--- src/core/uxm_pkg.sv ---
package uxm_pkg;

  // Cycle figures at 200 MHz (period 5 ns)
  localparam int CLK_PERIOD_PS   = 5000;
  localparam int PULSE_MIN_NS    = 200;
  localparam int PULSE_MAX_NS    = 500;
  // Aim 100 ns above the low end of the window so jitter of one cycle stays legal
  localparam int PULSE_TARGET_NS = 300;
  localparam int PULSE_MIN_CYC   = (PULSE_MIN_NS * 1000 + CLK_PERIOD_PS - 1) / CLK_PERIOD_PS;
  localparam int PULSE_MAX_CYC   = (PULSE_MAX_NS * 1000) / CLK_PERIOD_PS;
  localparam int PULSE_CYC       = (PULSE_TARGET_NS * 1000) / CLK_PERIOD_PS;
  localparam int PCNT_W          = 8;

  localparam logic [1:0] DIR_RESET = 2'h0;

  typedef enum logic [2:0] {
    UXM_MODE_USB   = 3'h0,
    UXM_MODE_BUF   = 3'h1,
    UXM_MODE_AUDIO = 3'h2,
    UXM_MODE_UART  = 3'h3,
    UXM_MODE_OFF   = 3'h4
  } uxm_mode_t;

  typedef struct packed {
    logic uart_en;
    logic audio_en;
    logic transparent_enable;
    logic data_zero_select;
    logic [1:0] buffer_direction;
    logic tx_pulse_en;
    logic rx_pulse_en;
    logic audio_switch_en;
    logic audio_bias_en;
    logic mono_mic;
  } uxm_ctrl_t;

  // Per-line driver: output value, output enable, pull-down enable
  typedef struct packed {
    logic o;
    logic oe;
    logic pd;
  } uxm_line_t;

endpackage

--- src/core/uxm_mode_mux.sv ---
`timescale 1ns/1ps
`default_nettype none

module uxm_mode_mux (
  // Clock and reset
  input  wire logic              clk,
  input  wire logic              reset,
  // Supplies and controls
  input  wire logic              core_supply_ok,
  input  wire logic              io_supply_ok,
  input  wire uxm_pkg::uxm_ctrl_t ctrl,
  input  wire logic              oe_pin,
  // Shared digital pins
  input  wire logic              shared_pin_a_in,
  output logic                   shared_pin_a_out,
  output logic                   shared_pin_a_oe,
  input  wire logic              shared_pin_b_in,
  output logic                   shared_pin_b_out,
  output logic                   shared_pin_b_oe,
  output logic                   diff_rx_out,
  output logic                   diff_rx_out_oe,
  // USB line side
  input  wire logic              dp_in,
  input  wire logic              dm_in,
  input  wire logic              diff_rx,
  output uxm_pkg::uxm_line_t     dp_line,
  output uxm_pkg::uxm_line_t     dm_line,
  // Status to analog blocks
  output uxm_pkg::uxm_mode_t     mode,
  output logic                   xcvr_enable,
  output logic                   carkit_int_det_en,
  output logic                   audio_switch_on,
  output logic                   audio_bias_on,
  output logic                   dp_carries_mic,
  output logic                   dm_carries_left
);

  uxm_pkg::uxm_mode_t mode_c;
  uxm_pkg::uxm_line_t dp_c;
  uxm_pkg::uxm_line_t dm_c;
  logic a_out_c, a_oe_c, b_out_c, b_oe_c, rcv_c, rcv_oe_c;
  logic rx_hold_reg, rx_hold_next;

  // Mode decode, supplies first, then UART since it overrides every other control bit
  always_comb begin
    if (!io_supply_ok || !core_supply_ok) begin
      mode_c = uxm_pkg::UXM_MODE_OFF;
    end else if (ctrl.uart_en) begin
      mode_c = uxm_pkg::UXM_MODE_UART;
    end else if (ctrl.audio_en && !ctrl.transparent_enable) begin
      mode_c = uxm_pkg::UXM_MODE_AUDIO;
    end else if (!ctrl.audio_en && ctrl.transparent_enable && ctrl.data_zero_select) begin
      mode_c = uxm_pkg::UXM_MODE_BUF;
    end else if (!ctrl.audio_en) begin
      mode_c = uxm_pkg::UXM_MODE_USB;
    end else begin
      // Audio with transparent set is undefined; park with drivers off
      mode_c = uxm_pkg::UXM_MODE_OFF;
    end
  end

  // Synchronisers and data-during-audio pulse logic
  logic [1:0] b_sync_reg, b_sync_next, p_sync_reg, p_sync_next;
  logic b_last_reg, b_last_next, p_last_reg, p_last_next;
  logic [uxm_pkg::PCNT_W-1:0] pcnt_reg, pcnt_next;
  logic toggle_reg, toggle_next;
  logic tx_act, rx_act;

  assign tx_act = (mode_c == uxm_pkg::UXM_MODE_AUDIO) && ctrl.tx_pulse_en;
  assign rx_act = (mode_c == uxm_pkg::UXM_MODE_AUDIO) && ctrl.rx_pulse_en;

  always_comb begin
    b_sync_next = {b_sync_reg[0], shared_pin_b_in};
    p_sync_next = {p_sync_reg[0], dp_in};
    b_last_next = b_sync_reg[1];
    p_last_next = p_sync_reg[1];
    pcnt_next   = pcnt_reg;
    toggle_next = toggle_reg;
    if (pcnt_reg != '0) begin
      pcnt_next = pcnt_reg - 1'b1;
    end
    // A change during a running pulse restarts it; pulses cannot overlap
    if (tx_act && (b_sync_reg[1] != b_last_reg)) begin
      pcnt_next = uxm_pkg::PCNT_W'(uxm_pkg::PULSE_CYC);
    end
    if (!tx_act) begin
      pcnt_next = '0;
    end
    // Rising edge of plus line ends a low pulse
    if (rx_act && p_sync_reg[1] && !p_last_reg) begin
      toggle_next = ~toggle_reg;
    end
    if (!rx_act) begin
      toggle_next = 1'b0;
    end
  end

  always_ff @(posedge clk) begin
    if (reset) begin
      b_sync_reg <= 2'h0;
      p_sync_reg <= 2'h3;
      b_last_reg <= 1'b0;
      p_last_reg <= 1'b1;
      pcnt_reg   <= '0;
      toggle_reg <= 1'b0;
    end else begin
      b_sync_reg <= b_sync_next;
      p_sync_reg <= p_sync_next;
      b_last_reg <= b_last_next;
      p_last_reg <= p_last_next;
      pcnt_reg   <= pcnt_next;
      toggle_reg <= toggle_next;
    end
  end

  // Pin routing
  always_comb begin
    dp_c     = '0;
    dm_c     = '0;
    a_out_c  = 1'b0;
    a_oe_c   = 1'b0;
    b_out_c  = 1'b0;
    b_oe_c   = 1'b0;
    rcv_c    = 1'b0;
    rcv_oe_c = 1'b0;
    rx_hold_next = rx_hold_reg;
    case (mode_c)
      uxm_pkg::UXM_MODE_USB: begin
        // Differential receiver holds its last value on SE0 or SE1
        if (dp_in != dm_in) begin
          rx_hold_next = diff_rx;
        end
        rcv_c    = rx_hold_next;
        rcv_oe_c = 1'b1;
        if (!ctrl.data_zero_select) begin
          if (!oe_pin) begin
            dp_c = '{o: shared_pin_a_in, oe: 1'b1, pd: 1'b0};
            dm_c = '{o: shared_pin_b_in, oe: 1'b1, pd: 1'b0};
          end else begin
            a_out_c = dp_in;
            b_out_c = dm_in;
            a_oe_c  = 1'b1;
            b_oe_c  = 1'b1;
          end
        end else begin
          if (!oe_pin) begin
            // Forced zero overrides data
            dp_c = '{o: shared_pin_a_in && !shared_pin_b_in, oe: 1'b1, pd: 1'b0};
            dm_c = '{o: !shared_pin_a_in && !shared_pin_b_in, oe: 1'b1, pd: 1'b0};
          end else begin
            a_out_c = rx_hold_next;
            b_out_c = !dp_in && !dm_in;
            a_oe_c  = 1'b1;
            b_oe_c  = 1'b1;
          end
        end
      end
      uxm_pkg::UXM_MODE_UART: begin
        dm_c    = '{o: shared_pin_b_in, oe: 1'b1, pd: 1'b0};
        a_out_c = dp_in;
        a_oe_c  = 1'b1;
      end
      uxm_pkg::UXM_MODE_BUF: begin
        if (!ctrl.buffer_direction[1]) begin
          dp_c = '{o: shared_pin_a_in, oe: 1'b1, pd: 1'b0};
        end else begin
          a_out_c = dp_in;
          a_oe_c  = 1'b1;
        end
        if (!ctrl.buffer_direction[0]) begin
          dm_c = '{o: shared_pin_b_in, oe: 1'b1, pd: 1'b0};
        end else begin
          b_out_c = dm_in;
          b_oe_c  = 1'b1;
        end
      end
      uxm_pkg::UXM_MODE_AUDIO: begin
        // Data-line drivers stay off except for transmit pulses
        if (pcnt_reg != '0) begin
          dm_c = '{o: 1'b1, oe: 1'b1, pd: 1'b0};
        end
        if (rx_act) begin
          a_out_c = toggle_reg;
          a_oe_c  = 1'b1;
        end
      end
      default: begin
        if (core_supply_ok && !io_supply_ok) begin
          dp_c.pd = 1'b1;
          dm_c.pd = 1'b1;
        end else if (!core_supply_ok && io_supply_ok) begin
          rcv_oe_c = 1'b1;
        end
      end
    endcase
  end

  always_ff @(posedge clk) begin
    if (reset) begin
      shared_pin_a_out  <= 1'b0;
      shared_pin_a_oe   <= 1'b0;
      shared_pin_b_out  <= 1'b0;
      shared_pin_b_oe   <= 1'b0;
      diff_rx_out       <= 1'b0;
      diff_rx_out_oe    <= 1'b0;
      dp_line           <= '0;
      dm_line           <= '0;
      mode              <= uxm_pkg::UXM_MODE_OFF;
      xcvr_enable       <= 1'b0;
      carkit_int_det_en <= 1'b0;
      audio_switch_on   <= 1'b0;
      audio_bias_on     <= 1'b0;
      dp_carries_mic    <= 1'b0;
      dm_carries_left   <= 1'b0;
      rx_hold_reg       <= 1'b0;
    end else begin
      shared_pin_a_out  <= a_out_c;
      shared_pin_a_oe   <= a_oe_c;
      shared_pin_b_out  <= b_out_c;
      shared_pin_b_oe   <= b_oe_c;
      diff_rx_out       <= rcv_c;
      diff_rx_out_oe    <= rcv_oe_c;
      dp_line           <= dp_c;
      dm_line           <= dm_c;
      mode              <= mode_c;
      xcvr_enable       <= (mode_c == uxm_pkg::UXM_MODE_USB);
      carkit_int_det_en <= (mode_c == uxm_pkg::UXM_MODE_AUDIO);
      audio_switch_on   <= (mode_c == uxm_pkg::UXM_MODE_AUDIO) && ctrl.audio_switch_en;
      audio_bias_on     <= (mode_c == uxm_pkg::UXM_MODE_AUDIO) && ctrl.audio_bias_en;
      dp_carries_mic    <= (mode_c == uxm_pkg::UXM_MODE_AUDIO) && ctrl.mono_mic;
      dm_carries_left   <= (mode_c == uxm_pkg::UXM_MODE_AUDIO);
      rx_hold_reg       <= rx_hold_next;
    end
  end

  // Checks
  int unsigned hi_run;
  always_ff @(posedge clk) begin
    if (reset || !(dm_line.o && dm_line.oe && mode == uxm_pkg::UXM_MODE_AUDIO)) begin
      hi_run <= 0;
    end else begin
      hi_run <= hi_run + 1;
    end
  end

  a_pulse_width_max: assert property (@(posedge clk) disable iff (reset)
    hi_run <= uxm_pkg::PULSE_MAX_CYC) else $error("transmit pulse too long");
  a_pulse_width_min: assert property (@(posedge clk) disable iff (reset)
    $fell(dm_line.o) && mode == uxm_pkg::UXM_MODE_AUDIO && $past(mode) == mode
      |-> $past(hi_run) + 1 >= uxm_pkg::PULSE_MIN_CYC) else $error("transmit pulse too short");
  a_uart_wins_mode: assert property (@(posedge clk) disable iff (reset)
    ctrl.uart_en && core_supply_ok && io_supply_ok |=> mode == uxm_pkg::UXM_MODE_UART)
    else $error("uart enable not obeyed");
  a_xcvr_only_usb: assert property (@(posedge clk) disable iff (reset)
    xcvr_enable |-> !$past(ctrl.uart_en) && !$past(ctrl.audio_en) && $past(io_supply_ok))
    else $error("transceiver on outside usb mode");
  a_io_off_float: assert property (@(posedge clk) disable iff (reset)
    !io_supply_ok && core_supply_ok |=> dp_line.pd && dm_line.pd && !dp_line.oe
      && !dm_line.oe && !shared_pin_a_oe) else $error("disable mode pins wrong");
  a_isolate_rcv_low: assert property (@(posedge clk) disable iff (reset)
    !core_supply_ok && io_supply_ok |=> diff_rx_out_oe && !diff_rx_out && !shared_pin_b_oe)
    else $error("isolate mode pins wrong");
  a_uart_passes_tx: assert property (@(posedge clk) disable iff (reset)
    mode == uxm_pkg::UXM_MODE_UART |-> dm_line.oe && !dp_line.oe && shared_pin_a_oe)
    else $error("uart routing wrong");
  a_no_tx_pulse_off: assert property (@(posedge clk) disable iff (reset)
    mode == uxm_pkg::UXM_MODE_AUDIO && !$past(ctrl.tx_pulse_en, 2) && !$past(ctrl.tx_pulse_en)
      |-> !dm_line.oe) else $error("pulse while disabled");
  a_rx_toggle_pin: assert property (@(posedge clk) disable iff (reset)
    rx_act && $rose(p_sync_reg[1]) && $stable(rx_act) |=> ##1 shared_pin_a_out != $past(shared_pin_a_out))
    else $error("receive pulse did not toggle pin a");

  c_tx_pulse: cover property (@(posedge clk) disable iff (reset) $rose(dm_line.o));
  c_uart_mode: cover property (@(posedge clk) disable iff (reset) mode == uxm_pkg::UXM_MODE_UART);
  c_buf_mode: cover property (@(posedge clk) disable iff (reset) mode == uxm_pkg::UXM_MODE_BUF);
  c_rx_toggle: cover property (@(posedge clk) disable iff (reset) rx_act && $changed(toggle_reg));

endmodule // uxm_mode_mux

`default_nettype wire

--- config.mk ---
export PLATFORM = sky130hd
export DESIGN_NAME = uxm_mode_mux
export DESIGN_NICKNAME = d
export VERILOG_FILES = /design/src/core/uxm_pkg.sv /design/src/core/uxm_mode_mux.sv
export SDC_FILE = /design/constraint.sdc
export NUM_CORES = 1
export LEC_CHECK = 0
export ABC_AREA = 1
export BUFFER_PORTS_ARGS = -buffer_cell sky130_fd_sc_hd__buf_2
export CAP_MARGIN = 25
export CORE_MARGIN = 4
export CORE_UTILIZATION = 35
export CTS_BUF_LIST = sky130_fd_sc_hd__clkbuf_4 sky130_fd_sc_hd__clkbuf_8
export CTS_CLUSTER_SIZE = 14
export DETAILED_ROUTE_END_ITERATION = 8
export SLEW_MARGIN = 20
export SYNTH_ARGS = -nofsm -noshare
export SYNTH_HDL_FRONTEND = slang
export SYNTH_SLANG_ARGS = --single-unit
--- constraint.sdc ---
create_clock -name clk -period 1.4 [get_ports clk]
set_input_delay 0 -clock clk [delete_from_list [all_inputs] [get_ports clk]]
set_output_delay 0 -clock clk [all_outputs]
set_load 0.01 [all_outputs]
==> results.json <==
{
  "via_per_inst": 4.44,
  "cts_tree": "built",
  "skew_ps": 7.71,
  "hp-start": "ctrl[9]",
  "syn-mean-instance-area_um2": 7.82,
  "grt_first_pass_wirelength_um": 6350,
  "postRouteAntennaNets": 0,
  "clock_path_buffers": 2,
  "placed_area_um2": 1920,
  "ys_seq_elements": 35,
  "p_comb_frac": 0.108,
  "maxCapViolCount": 0,
  "post-dp-hpwl_um": 2590,
  "postSynthCellCount": 211,
  "grt_setup_unrepaired": "yes",
  "drive_gt1_frac": 0.350,
  "powerDensity_nw_per_um2": 949,
  "worst_pin_slew_ps": 295,
  "power.leakage_nw": 1.10,
  "r2r_start": "pcnt_reg[0]$_SDFFE_PP0P_",
  "synth.top_cell.area_share": 0.425,
  "place_ws_ps": 56.0,
  "crit_fanout": 9,
  "netlist_area_um2": 1650,
  "async_reset_ff_frac": 0,
  "clk_pin_slew_ps": 60,
  "period_share": 0.954,
  "drc": 0,
  "grtUsageTotal": 0.133,
  "slew_headroom": 0.802,
  "cp.arrival_ps": 1570,
  "hold_class": "primary input to flop",
  "finalSetupViolCount": 0,
  "clock.fmax_mhz": 749,
  "fp.dieH_um": 76.7,
  "top_layer": "met4",
  "gp_congestion": 0.790,
  "synthFlopType": "dfxtp_1",
  "synth_area_leaders": "dfxtp_1, nand2_1, inv_1, nor2_1, nand3_1",
  "critPathLaunchType": "primary input",
  "hold_violations": 0,
  "drv_slew": 0,
  "design_area_um2": 2190,
  "antenna_found_initial": 0,
  "setup_ws_ps": 64.7,
  "first_iter_violations": 43,
  "yosysWarnings": 0,
  "finalNetCount": 296,
  "htreeDepth": 2,
  "firstDrtPassIters": 4,
  "wl_met3_um": 204,
  "p_int_mw": 1.58,
  "die_area_um2": 5880,
  "swShare": 0.240,
  "whs_endpoint": "mode[2]$_SDFF_PP1_",
  "cts.sink_count": 35,
  "route.met2.wl_um": 1610,
  "reg2reg_depth": 9,
  "numPortBuffers": 41,
  "layout_min_cycle_time_ps": 1340,
  "drt-met1-wl_um": 1620,
  "yosysTopAreaCell": "dfxtp_1",
  "postRouteWirelength_um": 3530,
  "synth.distinct_cells": 30,
  "clockPowerShare": 0.401,
  "antenna_cells": 0,
  "r2r_end": "dm_line[1]$_SDFF_PP0_",
  "pwr-share-seq": 0.491,
  "area_delta_synth_final_pct": 32.7,
  "rows": 24,
  "cts_buffers": 5,
  "crit_path_end_kind": "flop",
  "root_buffer": "clkbuf_8",
  "dieWidth_um": 76.7,
  "ios": 42,
  "clkLatencyLatePin_ps": 290,
  "synth_fp_nets": 234,
  "largest_reg_flops": 8,
  "synth_edf_count": 0,
  "grt_pass1_vias": 1481,
  "required_ps": 1630,
  "grt-ovfl-total": 0,
  "yosysSeqAreaShare": 0.425,
  "vias": 1449,
  "wl_per_cell_um": 10.8,
  "power.switching_mw": 0.499,
  "grt_max_degree": 11,
  "critPathKind": "primary input to flop",
  "ir_worst_vdd_uv": 588,
  "initial_core_util": 0.371,
  "holdPathStages": 3,
  "hold-worst-slack_ps": 17.3,
  "core_um2": 4440,
  "status": "finished, final reports clean",
  "placedCellCount": 303,
  "reg2reg_slack_ps": 110,
  "finalNonFillerCells": 326
}
## layout by cell type, fill, tap and decap left out, types with 2 or more instances in the layout
cell	count
a21oi_2	6
nor2_1	28
inv_1	29
nand2_1	37
clkbuf_8	7
buf_2	40
o21ai_0	4
inv_2	6
xor2_1	4
nand2_2	4
nand2_4	5
nand4_1	3
dlygate4sd3_1	13
nand3_2	2
buf_4	4
nand3_1	16
nand3_4	3
a21oi_1	3
nor2_2	7
nor2_4	3
dfxtp_1	35
## critical path: stages
cell           delay, ps
dlygate4sd3_1        530
buf_2                170
buf_4                180
nor3_2               130
dlygate4sd3_1        550
## synth_stat cells, types with 2 or more instances
library cell,n
nand2_2,2
dfxtp_1,35
nand2_1,39
nand4_1,3
nand3_4,3
nor2_2,7
nor2_1,28
xor2_1,4
nand3_1,17
ha_1,2
nor2_4,3
a21oi_2,6
nand2_4,5
inv_1,31
nor3_1,2
a21oi_1,3
o21ai_0,4
inv_2,4
buf_4,2
## timing repair
action	in CTS	in global routing
setup endpoints to repair	0	5
setup buffers	0	2
gates resized for setup	0	8
hold endpoints to repair	13	0
hold buffers	13	0
## layer usage
metal | track usage | vias up
met5 | 0 | -
met1 | 0.154 | 624
met3 | 0.0398 | 10
li1 | - | 773
met2 | 0.218 | 42
met4 | 0.0761 | 0
## logic make-up after synthesis
group,Yosys count,share of synthesized area
AND/OR/NAND/NOR,112,0.364
buffers and inverters,40,0.0993
flip-flops,35,0.425
AO/OA/AOI/OAI,18,0.0758
XOR/XNOR,4,0.0212
adder cells (fa/ha/maj),2,0.0152
## stage by stage
step	util	total power, mW	setup TNS (ps)
5_1_grt	0.493	2.16	-14.4
4_1_cts	0.484	2.10	0
6_report	0.493	2.08	0
3_5_place_dp	0.431	1.24	0
2_1_floorplan	-	1.16	0
3_3_place_gp	0.431	1.24	0
## worst max path at each step
stage | startpoint | to | cells past startpoint
3_5_place_dp | pcnt_reg[0]$_SDFFE_PP0P_ | dm_line[1]$_SDFF_PP0_ | 9
6_report | reset | dp_line[0]$_SDFF_PP0_ | 5
3_3_place_gp | pcnt_reg[0]$_SDFFE_PP0P_ | dm_line[1]$_SDFF_PP0_ | 9
2_1_floorplan | pcnt_reg[0]$_SDFFE_PP0P_ | dm_line[1]$_SDFF_PP0_ | 9
4_1_cts | dp_in | shared_pin_a_out$_SDFF_PP0_ | 12
5_1_grt | dm_in | shared_pin_a_out$_SDFF_PP0_ | 12
## power groups by stage
stage | clock [mW] | combinational, mW | sequential (mW)
5_1_grt | 0.886 | 0.252 | 1.02
6_report | 0.833 | 0.225 | 1.02
2_1_floorplan | 0 | 0.107 | 1.05
3_5_place_dp | 0 | 0.192 | 1.04
4_1_cts | 0.861 | 0.219 | 1.02
3_3_place_gp | 0 | 0.191 | 1.04
## final cells by class
type                    instances  area (um^2)
clock buffers                   8          104
flip-flops and latches         35          701
inverters                      37          145
well taps                      52         65.1
fillers                       456         2250
multi-input cells             136          803
repair buffers                 58          372
Power figures use the tool's default switching activity.
